`src/rtl/atof_pkg.sv`:
```
// Constants shared by the acceleration and temperature output formatter.
package atof_pkg;

  // ==========================================================================
  // Register offsets
  localparam logic [7:0] ATOF_ADDR_X_LSB    = 8'h04;
  localparam logic [7:0] ATOF_ADDR_X_MSB    = 8'h05;
  localparam logic [7:0] ATOF_ADDR_STEP     = 8'h02;
  localparam logic [7:0] ATOF_ADDR_TEMP_LSB = 8'h12;
  localparam logic [7:0] ATOF_ADDR_TEMP_MSB = 8'h13;
  localparam logic [7:0] ATOF_RESET_BYTE    = 8'h00;
  localparam logic [15:0] ATOF_RESET_WORD   = 16'h0000;
  localparam int          ATOF_AXES         = 3;

  // ==========================================================================
  // Acceleration variants and limits
  localparam int ATOF_VAR_6G_12B = 0;
  localparam int ATOF_VAR_6G_14B = 1;
  localparam int ATOF_VAR_1G_16B = 2;
  localparam int ATOF_ACC12_MAX  = 2047;
  localparam int ATOF_ACC12_MIN  = -2048;
  localparam int ATOF_ACC14_MAX  = 4095;
  localparam int ATOF_ACC14_MIN  = -4096;
  localparam int ATOF_ACC16_MAX  = 32767;
  localparam int ATOF_ACC16_MIN  = -32768;
  localparam int ATOF_ACC12_LSB  = 4;
  localparam int ATOF_ACC14_LSB  = 2;
  localparam logic [15:0] ATOF_CKS_FAIL_WORD = 16'h7fff;
  localparam logic [15:0] ATOF_ST_FAIL_WORD  = 16'hffff;
  localparam logic [15:0] ATOF_ACC12_POS_WORD = 16'h7ff0;
  localparam logic [15:0] ATOF_ACC12_NEG_WORD = 16'h8000;
  localparam logic [15:0] ATOF_ACC14_POS_WORD = 16'h3ffc;
  localparam logic [15:0] ATOF_ACC14_NEG_WORD = 16'hc000;
  localparam logic [15:0] ATOF_ACC16_POS_WORD = 16'h7fff;
  localparam logic [15:0] ATOF_ACC16_NEG_WORD = 16'h8000;

  // ==========================================================================
  // Temperature field layout
  localparam int ATOF_TEMP_W       = 14;
  localparam int ATOF_TEMP_CAL_W   = 13;
  localparam int ATOF_TEMP_CAL_LSB = 1;

endpackage

```
`src/rtl/atof_output_format.sv`:
```
// Register read side for acceleration and temperature output bytes.
module atof_output_format #(
  parameter int VARIANT  = atof_pkg::ATOF_VAR_6G_14B,
  parameter bit TEMP_CAL = 1'b1,
  parameter int RAW_W    = 18
) (
  input  wire logic                    sys_clk,
  input  wire logic                    rst_n,
  input  wire logic signed [RAW_W-1:0] acc_raw_x,
  input  wire logic signed [RAW_W-1:0] acc_raw_y,
  input  wire logic signed [RAW_W-1:0] acc_raw_z,
  input  wire logic [atof_pkg::ATOF_TEMP_W-1:0] temp_raw,
  input  wire logic                    checksum_fail,
  input  wire logic                    continuous_selftest_fail,
  input  wire logic                    startup_selftest_fail,
  input  wire logic                    reg_rd_stb,
  input  wire logic [7:0]              reg_addr,
  output logic      [7:0]              reg_rdata,
  output logic                         reg_rvalid,
  output logic                         selftest_alarm_flag
);
  import atof_pkg::*;

  // ==========================================================================
  // Sample formatting
  logic        [15:0] fmt_word [ATOF_AXES];
  logic signed [RAW_W-1:0] raw_axis [ATOF_AXES];
  logic               selftest_fail;

  assign raw_axis[0]   = acc_raw_x;
  assign raw_axis[1]   = acc_raw_y;
  assign raw_axis[2]   = acc_raw_z;
  assign selftest_fail = continuous_selftest_fail | startup_selftest_fail;

  for (genvar g = 0; g < ATOF_AXES; g++) begin : g_axis
    atof_accel_fmt #(
      .VARIANT (VARIANT),
      .RAW_W   (RAW_W)
    ) u_fmt (
      .raw           (raw_axis[g]),
      .checksum_fail (checksum_fail),
      .selftest_fail (selftest_fail),
      .word          (fmt_word[g])
    );
  end

  function automatic logic [7:0] axis_lsb_addr(input int idx);
    axis_lsb_addr = ATOF_ADDR_X_LSB + 8'(idx) * ATOF_ADDR_STEP;
  endfunction

  function automatic logic [7:0] axis_msb_addr(input int idx);
    axis_msb_addr = ATOF_ADDR_X_MSB + 8'(idx) * ATOF_ADDR_STEP;
  endfunction

  // ==========================================================================
  // Output words, holds and read port
  logic [15:0] acc_word      [ATOF_AXES];
  logic [15:0] next_acc_word [ATOF_AXES];
  logic [7:0]  acc_hold      [ATOF_AXES];
  logic [7:0]  next_acc_hold [ATOF_AXES];
  logic [15:0] temp_word;
  logic [15:0] next_temp_word;
  logic [7:0]  temp_hold;
  logic [7:0]  next_temp_hold;
  logic [7:0]  next_reg_rdata;
  logic        next_reg_rvalid;
  logic        next_selftest_alarm_flag;

  always_comb begin
    for (int i = 0; i < ATOF_AXES; i++) begin
      next_acc_word[i] = fmt_word[i];
      next_acc_hold[i] = acc_hold[i];
    end
    if (TEMP_CAL) begin
      // unsigned field at bits 13..1, bits 0 and 15..14 zero
      next_temp_word = {2'b00, temp_raw[ATOF_TEMP_CAL_W-1:0], 1'b0};
    end else begin
      // two's complement field at bits 13..0, bits 15..14 zero
      next_temp_word = {2'b00, temp_raw};
    end
    next_temp_hold           = temp_hold;
    next_reg_rdata           = reg_rdata;
    next_reg_rvalid          = reg_rd_stb;
    next_selftest_alarm_flag = checksum_fail | selftest_fail;
    // The high byte comes from the same registered word that feeds the hold,
    // so the pair always belongs to one sample.
    if (reg_rd_stb) begin
      next_reg_rdata = ATOF_RESET_BYTE;
      for (int i = 0; i < ATOF_AXES; i++) begin
        if (reg_addr == axis_msb_addr(i)) begin
          // axis high byte read latches low byte
          next_reg_rdata   = acc_word[i][15:8];
          next_acc_hold[i] = acc_word[i][7:0];
        end else if (reg_addr == axis_lsb_addr(i)) begin
          next_reg_rdata = acc_hold[i];
        end
      end
      if (reg_addr == ATOF_ADDR_TEMP_MSB) begin
        // high byte out, low byte captured
        next_reg_rdata = temp_word[15:8];
        next_temp_hold = temp_word[7:0];
      end else if (reg_addr == ATOF_ADDR_TEMP_LSB) begin
        // low byte returns the held copy
        next_reg_rdata = temp_hold;
      end
    end
  end

  always_ff @(posedge sys_clk) begin
    if (!rst_n) begin
      for (int i = 0; i < ATOF_AXES; i++) begin
        acc_word[i] <= ATOF_RESET_WORD;
        acc_hold[i] <= ATOF_RESET_BYTE;
      end
      temp_word           <= ATOF_RESET_WORD;
      temp_hold           <= ATOF_RESET_BYTE;
      reg_rdata           <= ATOF_RESET_BYTE;
      reg_rvalid          <= 1'b0;
      selftest_alarm_flag <= 1'b0;
    end else begin
      for (int i = 0; i < ATOF_AXES; i++) begin
        acc_word[i] <= next_acc_word[i];
        acc_hold[i] <= next_acc_hold[i];
      end
      temp_word           <= next_temp_word;
      temp_hold           <= next_temp_hold;
      reg_rdata           <= next_reg_rdata;
      reg_rvalid          <= next_reg_rvalid;
      selftest_alarm_flag <= next_selftest_alarm_flag;
    end
  end

  // ==========================================================================
  // Checks
  localparam logic [15:0] POS_WORD =
    (VARIANT == ATOF_VAR_6G_12B) ? ATOF_ACC12_POS_WORD :
    (VARIANT == ATOF_VAR_6G_14B) ? ATOF_ACC14_POS_WORD : ATOF_ACC16_POS_WORD;
  localparam logic [15:0] NEG_WORD =
    (VARIANT == ATOF_VAR_6G_12B) ? ATOF_ACC12_NEG_WORD :
    (VARIANT == ATOF_VAR_6G_14B) ? ATOF_ACC14_NEG_WORD : ATOF_ACC16_NEG_WORD;
  localparam logic signed [RAW_W-1:0] RAW_BIG = RAW_W'(40000);

  logic temp_msb_rd;
  logic temp_lsb_rd;
  assign temp_msb_rd = reg_rd_stb && reg_addr == ATOF_ADDR_TEMP_MSB;
  assign temp_lsb_rd = reg_rd_stb && reg_addr == ATOF_ADDR_TEMP_LSB;

  chk_temp_capture: assert property (@(posedge sys_clk) disable iff (!rst_n)
    temp_msb_rd |=> temp_hold == $past(temp_word[7:0]))
    else $error("temperature hold missed the low byte");

  chk_temp_hold_still: assert property (@(posedge sys_clk) disable iff (!rst_n)
    !temp_msb_rd |=> $stable(temp_hold))
    else $error("temperature hold changed without a high byte read");

  chk_temp_lsb_read: assert property (@(posedge sys_clk) disable iff (!rst_n)
    temp_lsb_rd |=> reg_rvalid && reg_rdata == $past(temp_hold))
    else $error("low byte read did not return the hold");

  chk_temp_msb_read: assert property (@(posedge sys_clk) disable iff (!rst_n)
    temp_msb_rd |=> reg_rdata == $past(temp_word[15:8]))
    else $error("high byte read returned wrong data");

  chk_reset_zero: assert property (@(posedge sys_clk)
    !rst_n |=> reg_rdata == 8'h00 && temp_hold == 8'h00 && !reg_rvalid)
    else $error("registers not zero after reset");

  chk_temp_layout: assert property (@(posedge sys_clk) disable iff (!rst_n)
    rst_n ##1 rst_n |-> temp_word[15:14] == 2'b00 &&
      (TEMP_CAL ? (temp_word[0] == 1'b0 &&
                   temp_word[13:1] == $past(temp_raw[12:0]))
                : temp_word[13:0] == $past(temp_raw)))
    else $error("temperature word layout wrong");

  chk_acc_alarm: assert property (@(posedge sys_clk) disable iff (!rst_n)
    checksum_fail |=> acc_word[0] == 16'h7fff ##0 selftest_alarm_flag)
    else $error("checksum alarm did not force 7fff");

  chk_acc_st_alarm: assert property (@(posedge sys_clk) disable iff (!rst_n)
    !checksum_fail && selftest_fail |=> acc_word[1] == 16'hffff)
    else $error("self-test alarm did not force ffff");

  chk_acc_sat_pos: assert property (@(posedge sys_clk) disable iff (!rst_n)
    !checksum_fail && !selftest_fail && acc_raw_x > RAW_BIG
      |=> acc_word[0] == POS_WORD)
    else $error("positive saturation wrong");

  chk_acc_sat_neg: assert property (@(posedge sys_clk) disable iff (!rst_n)
    !checksum_fail && !selftest_fail && acc_raw_z < -RAW_BIG
      |=> acc_word[2] == NEG_WORD)
    else $error("negative saturation wrong");

  chk_acc_sign_copy: assert property (@(posedge sys_clk) disable iff (!rst_n)
    !checksum_fail && !selftest_fail && VARIANT == ATOF_VAR_6G_14B
      |=> acc_word[0][14] == acc_word[0][15] && acc_word[0][1:0] == 2'b00)
    else $error("sign copy or low bits wrong");

  chk_axis_latch: assert property (@(posedge sys_clk) disable iff (!rst_n)
    reg_rd_stb && reg_addr == ATOF_ADDR_X_MSB
      ##1 (reg_rd_stb && reg_addr == ATOF_ADDR_X_LSB)
      |=> reg_rdata == $past(acc_word[0][7:0], 2))
    else $error("axis low byte not from the latched sample");

  cov_temp_pair: cover property (@(posedge sys_clk) disable iff (!rst_n)
    temp_msb_rd ##[1:4] temp_lsb_rd);
  cov_axis_read: cover property (@(posedge sys_clk) disable iff (!rst_n)
    reg_rd_stb && reg_addr == ATOF_ADDR_X_MSB ##1 reg_rvalid);
  cov_alarm: cover property (@(posedge sys_clk) disable iff (!rst_n)
    selftest_fail ##1 selftest_alarm_flag);

endmodule

```
`src/rtl/atof_accel_fmt.sv`:
```
// Saturation and self-test override for one acceleration output word.
module atof_accel_fmt #(
  parameter int VARIANT = atof_pkg::ATOF_VAR_6G_14B,
  parameter int RAW_W   = 18
) (
  input  wire logic signed [RAW_W-1:0] raw,
  input  wire logic                    checksum_fail,
  input  wire logic                    selftest_fail,
  output logic             [15:0]      word
);
  import atof_pkg::*;

  // ==========================================================================
  // Range limits of the chosen variant
  localparam int LIM_HI_I = (VARIANT == ATOF_VAR_6G_12B) ? ATOF_ACC12_MAX :
                            (VARIANT == ATOF_VAR_6G_14B) ? ATOF_ACC14_MAX :
                                                           ATOF_ACC16_MAX;
  localparam int LIM_LO_I = (VARIANT == ATOF_VAR_6G_12B) ? ATOF_ACC12_MIN :
                            (VARIANT == ATOF_VAR_6G_14B) ? ATOF_ACC14_MIN :
                                                           ATOF_ACC16_MIN;
  localparam logic signed [RAW_W-1:0] LIM_HI = RAW_W'(LIM_HI_I);
  localparam logic signed [RAW_W-1:0] LIM_LO = RAW_W'(LIM_LO_I);

  logic signed [RAW_W-1:0] sat_val;

  // ==========================================================================
  // Formatting
  always_comb begin
    sat_val = raw;
    if (raw > LIM_HI) begin
      sat_val = LIM_HI;
    end else if (raw < LIM_LO) begin
      sat_val = LIM_LO;
    end
    if (checksum_fail) begin
      word = ATOF_CKS_FAIL_WORD;
    end else if (selftest_fail) begin
      word = ATOF_ST_FAIL_WORD;
    end else if (VARIANT == ATOF_VAR_6G_12B) begin
      // twelve bits, low nibble driven to zero.
      word = {sat_val[11:0], 4'h0};
    end else if (VARIANT == ATOF_VAR_6G_14B) begin
      // fourteen bits, bits 1 to 0 driven to zero.
      // bit 14 is a copy of the sign since the value fits 13 bits.
      word = {sat_val[13:0], 2'b00};
    end else begin
      word = sat_val[15:0];
    end
  end

endmodule

```
`config.mk`:
```
export PLATFORM = sky130hd
export DESIGN_NAME = atof_output_format
export DESIGN_NICKNAME = d
export VERILOG_FILES = /design/src/rtl/atof_pkg.sv /design/src/rtl/atof_output_format.sv /design/src/rtl/atof_accel_fmt.sv
export SDC_FILE = /design/constraint.sdc
export NUM_CORES = 1
export LEC_CHECK = 0
export BUFFER_PORTS_ARGS = -buffer_cell sky130_fd_sc_hd__buf_4
export CAP_MARGIN = 20
export CORE_AREA = 5 5 128 130
export CTS_CLUSTER_SIZE = 30
export DETAILED_ROUTE_END_ITERATION = 10
export DIE_AREA = 0 0 133 135
export GPL_TIMING_DRIVEN = 0
export SETUP_SLACK_MARGIN = 0.2
export SLEW_MARGIN = 10
export SYNTH_ARGS = -nofsm -noshare
export SYNTH_HDL_FRONTEND = slang
export SYNTH_SLANG_ARGS = --single-unit
export TNS_END_PERCENT = 1
```
`constraint.sdc`:
```
create_clock -name sys_clk -period 4 [get_ports sys_clk]
set_input_delay 0.4 -clock sys_clk [delete_from_list [all_inputs] [get_ports sys_clk]]
set_output_delay 0.4 -clock sys_clk [all_outputs]
set_load 0.02 [all_outputs]
```
==> flow_summary.ini, run 1 <==
[place]
place_area_mm2 = 0.004738
place_inst = 673
io_buffers = 89
hpwl_um = 8528
place_congestion = 0.8905

[cts]
cts_buffers = 9
cts_buffer_depth = 2
cts_resized = 0
cts_setup_buffers = 0
h-tree-depth = 3
cts_tree = built
ctsRootBufferMaster = clkbuf_16
cts_hold_buf = 0
numClockSinks = 93
clkSlewWorstSetupHoldPaths_ns = 0.07
clkLatencyLatePin_ns = 0.35

[cells_and_area]
antenna_cells = 0
postLayoutCellArea_mm2 = 0.005030
layout-area-overhead-vs-synth_pct = 31.16
drive_above_1_share_pct = 25.95
fin_cells = 689
fin_nets = 578
final_cell_mix = 93 x dfxtp_1, 90 x buf_4, 51 x nand2_1
final_common_cell = dfxtp_1
num-fill-cells = 1521

[synthesis]
synth.distinct_cells = 45
ys_top_cells_by_area = dfxtp_1 49%, mux2i_1 8.4%, a21boi_0 7.6%
syn_nets = 478
syn_area_mm2 = 0.003835
yosys_warnings = 0
synth_top_area_cell = dfxtp_1
async_reset_ff_share_pct = 0
syn_avg_cell_area_um2 = 9.684
synth-seq-cells = 93
synth_top_area_share_pct = 48.55
ys.flop_type = dfxtp_1
synthCells = 396
synth_edf_count = 0
synth_seq_area_share_pct = 48.55

[timing]
final.min_clock_period_ns = 1.952
rsz0062_at_grt = false
hold_viol = 0
setup_viol = 0
final.setup_skew_ns = 0.008934
report.final.slew_viol_count = 0
max_freq_ghz = 0.5124
period_share_pct = 48.79
timing.slew.headroom_pct = 52.18
tns_ns = 0
worst_pin_slew_ns = 0.7108

[outcome]
outcome = finished, final reports clean

[global_route]
grt_usage_pct = 12.29
grt_max_degree = 18
antenna_found_initial = 0
grt_pass1_wl_um = 17020
grt_pass1_vias = 3352
grt_overflow = 0

[die]
row_count = 45
core_area_mm2 = 0.01503
dieWidth_um = 133
start_util_pct = 25.51
chipHeight_um = 135
ioPinCount = 92
dieArea_mm2 = 0.01796

[route]
drc = 0
ant_nets = 0
routedWlPerCell_um = 15.61
dr.pass1.iters = 4
drt_iter0_markers = 159
via_per_inst = 4.601
vias = 3170
wl_um = 10750

[run]
max_cap_viol_count = 0

[pwr]
power.total_mw = 1.982
leakage_nw = 2.055
max-vdd-ir-drop_mv = 0.2006
p_per_area_mw_per_mm2 = 394.1

[worst_hold_path]
hp-class = in -> reg

[worst_setup_path]
worstPathArrival_ns = 2.16
worstPathRequired_ns = 4.21
r2r_slack_ns = 2.48
start_kind = input pin
end_kind = flip-flop
worstPathMaxFanout = 10
worst-setup-path-type = in -> reg
[where the power goes]
part | total [mW] | switching [mW] | internal, mW
logic | 0.191 | 0.0934 | 0.0979
clock network | 0.814 | 0.365 | 0.450
registers | 0.977 | 0.0138 | 0.963
total | 1.98 | 0.472 | 1.51
[flip-flops by register name, indices dropped and copies added, names as in the netlist]
register / cells
temp_word: 13
acc_hold: 21
reg_rdata: 8
temp_hold: 7
acc_word: 42
selftest_alarm_flag: 1
reg_rvalid: 1
[per-stage QoR]
step | setup slack (ns) | utilization (%) | hold slack [ns]
floorplan | 2.172 | - | 0.4264
detailed placement | 1.749 | 31.52 | 0.4525
CTS | 2.120 | 33.46 | 0.2572
finish | 2.048 | 33.46 | 0.2607
global placement | 1.780 | 31.52 | 0.4490
global route | 1.961 | 33.46 | 0.2676
[critical path, cell delays in order]
cell	delay (ns)
buf_4	0.09
buf_2	0.22
buf_1	0.44
mux2i_1	0.31
o21ai_0	0.16
a211oi_1	0.38
o21ai_0	0.16
[layer usage]
layer | wire length [um] | global-route usage, %
met3 | 852 | 4.024
met1 | 4613 | 14.96
met5 | 0 | 0
met2 | 5099 | 20.60
met4 | 187 | 3.926
[cells in the mapped netlist (7+ instances only)]
master    count
clkbuf_1     17
nand2_1      51
a21boi_0     39
nor2_1       38
o21ai_0      10
mux2i_1      32
nor3_1        7
and2_1       16
dfxtp_1      93
a21oi_1       7
[kinds of logic (layout without fill, tap and decap cells)]
| family | after synthesis | count (layout) | synth area share, % |
|---|---|---|---|
| AOI/OAI and AO/OA | 82 | 82 | 15.63 |
| buffers and inverters | 30 | 135 | 3.556 |
| DFF | 93 | 93 | 48.55 |
| muxes | 42 | 42 | 12.46 |
| and+or+nand+nor | 149 | 149 | 19.80 |
[worst paths after layout]
path                        from  depth (start not counted)            to
setup / recovery     reg_addr[1]                          7  reg_rdata[3]
hold / removal       temp_raw[7]                          2  temp_word[8]
setup reg to reg  acc_hold[0][6]                          4  reg_rdata[6]
hold reg to reg     temp_word[6]                          2  temp_hold[6]
[area by class of cell]
class                   instances  area (um2)  area share [%]
plain buffers                  27       125.1           2.488
clock buffers                  10       239.0           4.751
clock inverters                 6       52.55           1.045
inverters                       3       11.26          0.2239
multi-input cells             273        1837           36.52
flip-flops and latches         93        1862           37.02
well taps                     188       235.2           4.677
repair buffers                 89       668.1           13.28
Note: power is estimated with default switching activity, not from simulation.
==> run 2: changes to the inputs <==
==> constraint.sdc (replaced) <==
create_clock -name sys_clk -period 2 [get_ports sys_clk]
set_input_delay 0.2 -clock sys_clk [delete_from_list [all_inputs] [get_ports sys_clk]]
set_output_delay 0.2 -clock sys_clk [all_outputs]
set_load 0.02 [all_outputs]
==> flow_summary.ini, run 2 (synthesis results as in run 1) <==
[outcome]
outcome = finished, final reports clean

[global_route]
grt_max_degree = 18
grt_pass1_vias = 3352
grt_usage_pct = 12.29
grt_pass1_wl_um = 17020
antenna_found_initial = 0
grt_overflow = 0

[pwr]
max-vdd-ir-drop_mv = 0.4012
p_per_area_mw_per_mm2 = 788.0
power.total_mw = 3.965
leakage_nw = 2.057

[run]
max_cap_viol_count = 0

[place]
post-place-ws_ns = -0.05061
place_congestion = 0.8905
io_buffers = 89
hpwl_um = 8528
place_area_mm2 = 0.004738
place_inst = 673

[cts]
ctsRootBufferMaster = clkbuf_16
clkSlewWorstSetupHoldPaths_ns = 0.07
clkLatencyLatePin_ns = 0.35
cts_tree = built
h-tree-depth = 3
numClockSinks = 93
cts_hold_buf = 0
cts_buffers = 9
cts_buffer_depth = 2

[cells_and_area]
final_cell_mix = 93 x dfxtp_1, 90 x buf_4, 51 x nand2_1
final_common_cell = dfxtp_1
antenna_cells = 0
drive_above_1_share_pct = 26.15
max_flop_register = acc_word
largest_register_ff_count = 42
fin_nets = 578
layout-area-overhead-vs-synth_pct = 31.19
postLayoutCellArea_mm2 = 0.005031
fin_cells = 689
final_util_pct = 33.47
top_regs = acc_word x42, acc_hold x21, temp_word x13

[timing]
final.setup_skew_ns = 0.008934
setup_viol = 0
rsz0062_at_grt = true
worst_pin_slew_ns = 0.7108
period_share_pct = 84.07
timing.slew.headroom_pct = 52.18
max_freq_ghz = 0.5947
final.min_clock_period_ns = 1.681
hold_viol = 0
report.final.slew_viol_count = 0
tns_ns = 0
finalHoldWorstSlack_ns = 0.06070
layout_setup_ws_ns = 0.3185

[worst_setup_path]
end_kind = flip-flop
path_delay_family = simple AND/OR/NAND/NOR gates
start_kind = input pin
cp_cell_sequence = buf_4, nor4_1, nand4_1, mux2i_1, nor2_1
worstPathMaxFanout = 7
cp_num_buf_inv = 1
crit_slowest_cell = nor4_1
worst-setup-path-type = in -> reg
worstPathArrival_ns = 1.89
crit_path_max_incr_delay_ns = 0.64
worstPathRequired_ns = 2.21

[die]
dieArea_mm2 = 0.01796
start_util_pct = 25.51
chipHeight_um = 135
row_count = 45
core_area_mm2 = 0.01503
ioPinCount = 92
dieWidth_um = 133

[route]
ant_nets = 0
routedWlPerCell_um = 15.60
drc = 0
wl_um = 10750
via_per_inst = 4.598
drt_iter0_markers = 159
dr.pass1.iters = 4
vias = 3168

[worst_hold_path]
hp-class = in -> reg
==> run 2: changes by cell type in the layout (fill, tap and decap cells not counted) <==
cell,previous run,this run
clkbuf_2,0,1
buf_1,3,2
==> run 2: worst reg2reg max path: cells and delay by family (launching register included) <==
kind / cells / cell delay (ns)
compound gates: 2 / 0.41
mux: 1 / 0.47
simple gates: 1 / 0.21
flops: 1 / 0.32
==> run 2: layout make-up <==
| class | count | area [um2] |
|---|---|---|
| plain buffers | 27 | 126.4 |
| clock buffers | 10 | 239.0 |
| clock inverters | 6 | 52.55 |
| fillers | 1520 | 10000 |
| inverters | 3 | 11.26 |
| multi-input cells | 273 | 1837 |
| flip-flops and latches | 93 | 1862 |
| well taps | 188 | 235.2 |
| repair buffers | 89 | 668.1 |
==> run 2: path summary, 6_finish.rpt <==
| path | slack, ns | startpoint | cells past startpoint | endpoint |
|---|---|---|---|---|
| worst max-delay path | 0.32 | reg_addr[7] | 5 | acc_hold[0][12] |
| worst min-delay path | 0.06 | temp_raw[7] | 2 | temp_word[8] |
| worst max register to register | 0.48 | acc_hold[0][6] | 4 | reg_rdata[6] |
| worst min register to register | 0.45 | temp_word[6] | 2 | temp_hold[6] |
==> run 2: layer usage <==
| layer | GRT usage [%] | share of wire, % | vias to the layer above |
|---|---|---|---|
| li1 | - | - | 1585 |
| met1 | 14.96 | 43 | 1464 |
| met2 | 20.60 | 47 | 99 |
| met3 | 4.024 | 7.9 | 20 |
| met4 | 3.926 | 1.7 | 0 |
| met5 | 0 | 0 | - |
==> run 2: where the power goes <==
group          switching, mW  internal (mW)
registers             0.0276           1.93
logic                  0.187          0.196
clock network          0.729          0.899
==> run 2: what timing repair did <==
| item | in CTS | in global routing |
|---|---|---|
| buffers inserted | 0 | 0 |
| resized for setup | 0 | 1 |
| setup endpoints to repair | 0 | 4 |
==> run 3: changes to the inputs <==
--- a/config.mk
+++ b/config.mk
@@ -5,12 +5,13 @@
 export SDC_FILE = /design/constraint.sdc
 export NUM_CORES = 1
 export LEC_CHECK = 0
+export ABC_AREA = 1
 export BUFFER_PORTS_ARGS = -buffer_cell sky130_fd_sc_hd__buf_4
 export CAP_MARGIN = 20
-export CORE_AREA = 5 5 128 130
+export CORE_AREA = 5 5 127 129
 export CTS_CLUSTER_SIZE = 30
 export DETAILED_ROUTE_END_ITERATION = 10
-export DIE_AREA = 0 0 133 135
+export DIE_AREA = 0 0 132 134
 export GPL_TIMING_DRIVEN = 0
 export SETUP_SLACK_MARGIN = 0.2
 export SLEW_MARGIN = 10
==> constraint.sdc (replaced) <==
create_clock -name sys_clk -period 1.4 [get_ports sys_clk]
set_input_delay 0.14 -clock sys_clk [delete_from_list [all_inputs] [get_ports sys_clk]]
set_output_delay 0.14 -clock sys_clk [all_outputs]
set_load 0.02 [all_outputs]
==> flow_summary.ini, run 3 <==
[timing]
tns_ns = 0
final.setup_skew_ns = 0.006996
finalHoldWorstSlack_ns = -0.002275
max_freq_ghz = 0.8710
setup_viol = 0
period_share_pct = 82.01
report.final.slew_viol_count = 0
hold_viol = 1
worst_pin_slew_ns = 0.5630
layout_setup_ws_ns = 0.2519
rsz0062_at_grt = true
final.min_clock_period_ns = 1.148
timing.slew.headroom_pct = 62.47

[cts]
cts_buffers = 9
h-tree-depth = 3
ctsRootBufferMaster = clkbuf_16
cts_buffer_depth = 2
clkLatencyLatePin_ns = 0.34
clkSlewWorstSetupHoldPaths_ns = 0.06
numClockSinks = 93
cts_tree = built

[synthesis]
synth_top_area_share_pct = 49.01
synth.distinct_cells = 34
synth_top_area_cell = dfxtp_1
ys.flop_type = dfxtp_1
synth.cells.most_frequent = 121 x nand2_1, 93 x dfxtp_1, 77 x a21oi_1, 60 x inv_1, 28 x nand3_1
async_reset_ff_share_pct = 0
syn_nets = 590
ys_top_cells_by_area = dfxtp_1 49%, nand2_1 12%, a21oi_1 10%
syn_avg_cell_area_um2 = 7.478
synth-seq-cells = 93
syn_area_mm2 = 0.003799
synth_edf_count = 0
synthCells = 508
yosysMostFrequentCell = nand2_1
synth_seq_area_share_pct = 49.01
yosys_warnings = 0

[cells_and_area]
final_util_pct = 34.89
top_regs = acc_word x42, acc_hold x21, temp_word x13
max_flop_register = acc_word
postLayoutCellArea_mm2 = 0.005206
layout-area-overhead-vs-synth_pct = 37.06
fin_cells = 816
final_common_cell = nand2_1
final_cell_mix = 119 x nand2_1, 94 x buf_4, 93 x dfxtp_1
largest_register_ff_count = 42
fin_nets = 706
antenna_cells = 0
drive_above_1_share_pct = 23.41

[route]
ant_nets = 0
dr.pass1.iters = 4
drt_iter0_markers = 120
via_per_inst = 4.237
vias = 3457
routedWlPerCell_um = 12.92
drc = 0
wl_um = 10540

[die]
chipHeight_um = 134
dieWidth_um = 132
ioPinCount = 92
dieArea_mm2 = 0.01769
core_area_mm2 = 0.01492
row_count = 45
start_util_pct = 25.46

[worst_setup_path]
end_kind = flip-flop
r2r_slack_ns = 0.33
r2r_cells = 6
worstPathRequired_ns = 1.63
r2r_start = acc_hold[0][1]
worstPathMaxFanout = 10
start_kind = input pin
reg2reg_to = reg_rdata[1]
worstPathArrival_ns = 1.38
worst-setup-path-type = in -> reg

[global_route]
grt_max_degree = 15
antenna_found_initial = 0
grt_pass1_vias = 3293
grt_overflow = 0
grt_usage_pct = 11.66
grt_pass1_wl_um = 16170

[worst_hold_path]
hp-start = temp_raw[9]
min_delay_path_depth = 3
hold-path-endpoint = temp_word[10]
hp-class = in -> reg

[place]
place_area_mm2 = 0.004710
post-place-ws_ns = -0.1897
place_inst = 786
place_congestion = 0.8120
hpwl_um = 8303
io_buffers = 90

[pwr]
p_per_area_mw_per_mm2 = 1156
leakage_nw = 2.371
max-vdd-ir-drop_mv = 0.5235
power.total_mw = 6.020

[outcome]
outcome = finished with violations
violations = hold timing

[run]
max_cap_viol_count = 0
[run 3: area by class of cell]
| type | count | area (um2) |
|---|---|---|
| Fill cell | 1552 | 9714 |
| Sequential cell | 93 | 1862 |
| Multi-Input combinational cell | 324 | 1595 |
| Timing Repair Buffer | 105 | 818.3 |
| Inverter | 69 | 259.0 |
| Clock buffer | 11 | 232.7 |
| Tap cell | 188 | 235.2 |
| Clock inverter | 4 | 97.59 |
| Buffer | 22 | 106.4 |
[run 3: logic make-up (layout without fill, tap and decap cells)]
kind of cell / Yosys count / in the layout / synth area share, %
buffers and inverters: 91 / 211 / 9.618
AO/OA/AOI/OAI: 120 / 120 / 16.96
AND/OR/NAND/NOR: 204 / 204 / 24.41
flip-flops: 93 / 93 / 49.01
[run 3: power breakdown]
part	internal [mW]	total [mW]	switching, mW
logic	0.260	0.535	0.275
clock network	1.73	2.70	0.963
registers	2.75	2.79	0.0363
[run 3: critical path, cell delays in order]
cell	delay, ns
buf_4	0.12
inv_2	0.06
nand2_2	0.08
nor2_8	0.16
inv_2	0.09
nor3_4	0.17
buf_4	0.18
nand2_4	0.07
buf_6	0.14
o21ai_2	0.13
a21oi_2	0.04
[run 3: how the worst max path moves through the flow]
| stage | startpoint | end | depth (start not counted) |
|---|---|---|---|
| floorplan | acc_raw_z[13] | acc_word[0][36] | 5 |
| global placement | reg_addr[7] | temp_hold[4] | 8 |
| detailed placement | startup_selftest_fail | acc_word[0][7] | 6 |
| CTS | reg_addr[7] | temp_hold[4] | 8 |
| global route | reg_addr[1] | reg_rdata[0] | 13 |
| finish | reg_addr[5] | acc_hold[0][20] | 11 |
[run 3: repair_timing]
| action | in CTS | in global routing |
|---|---|---|
| endpoints found under the hold margin | 12 | 0 |
| setup endpoints to repair | 10 | 33 |
| buffers inserted | 0 | 3 |
| pin swaps | 0 | 2 |
| resized for setup | 1 | 5 |
| cloned | 0 | 0 |
| hold buffers | 12 | 0 |
[run 3: layer usage]
metal	vias to the layer above	part of all wire, %	GRT usage, %
met1	1512	47	14.54
met3	14	4.2	2.963
li1	1863	-	-
met4	0	1.8	4.229
met5	-	0	0
met2	68	47	19.51
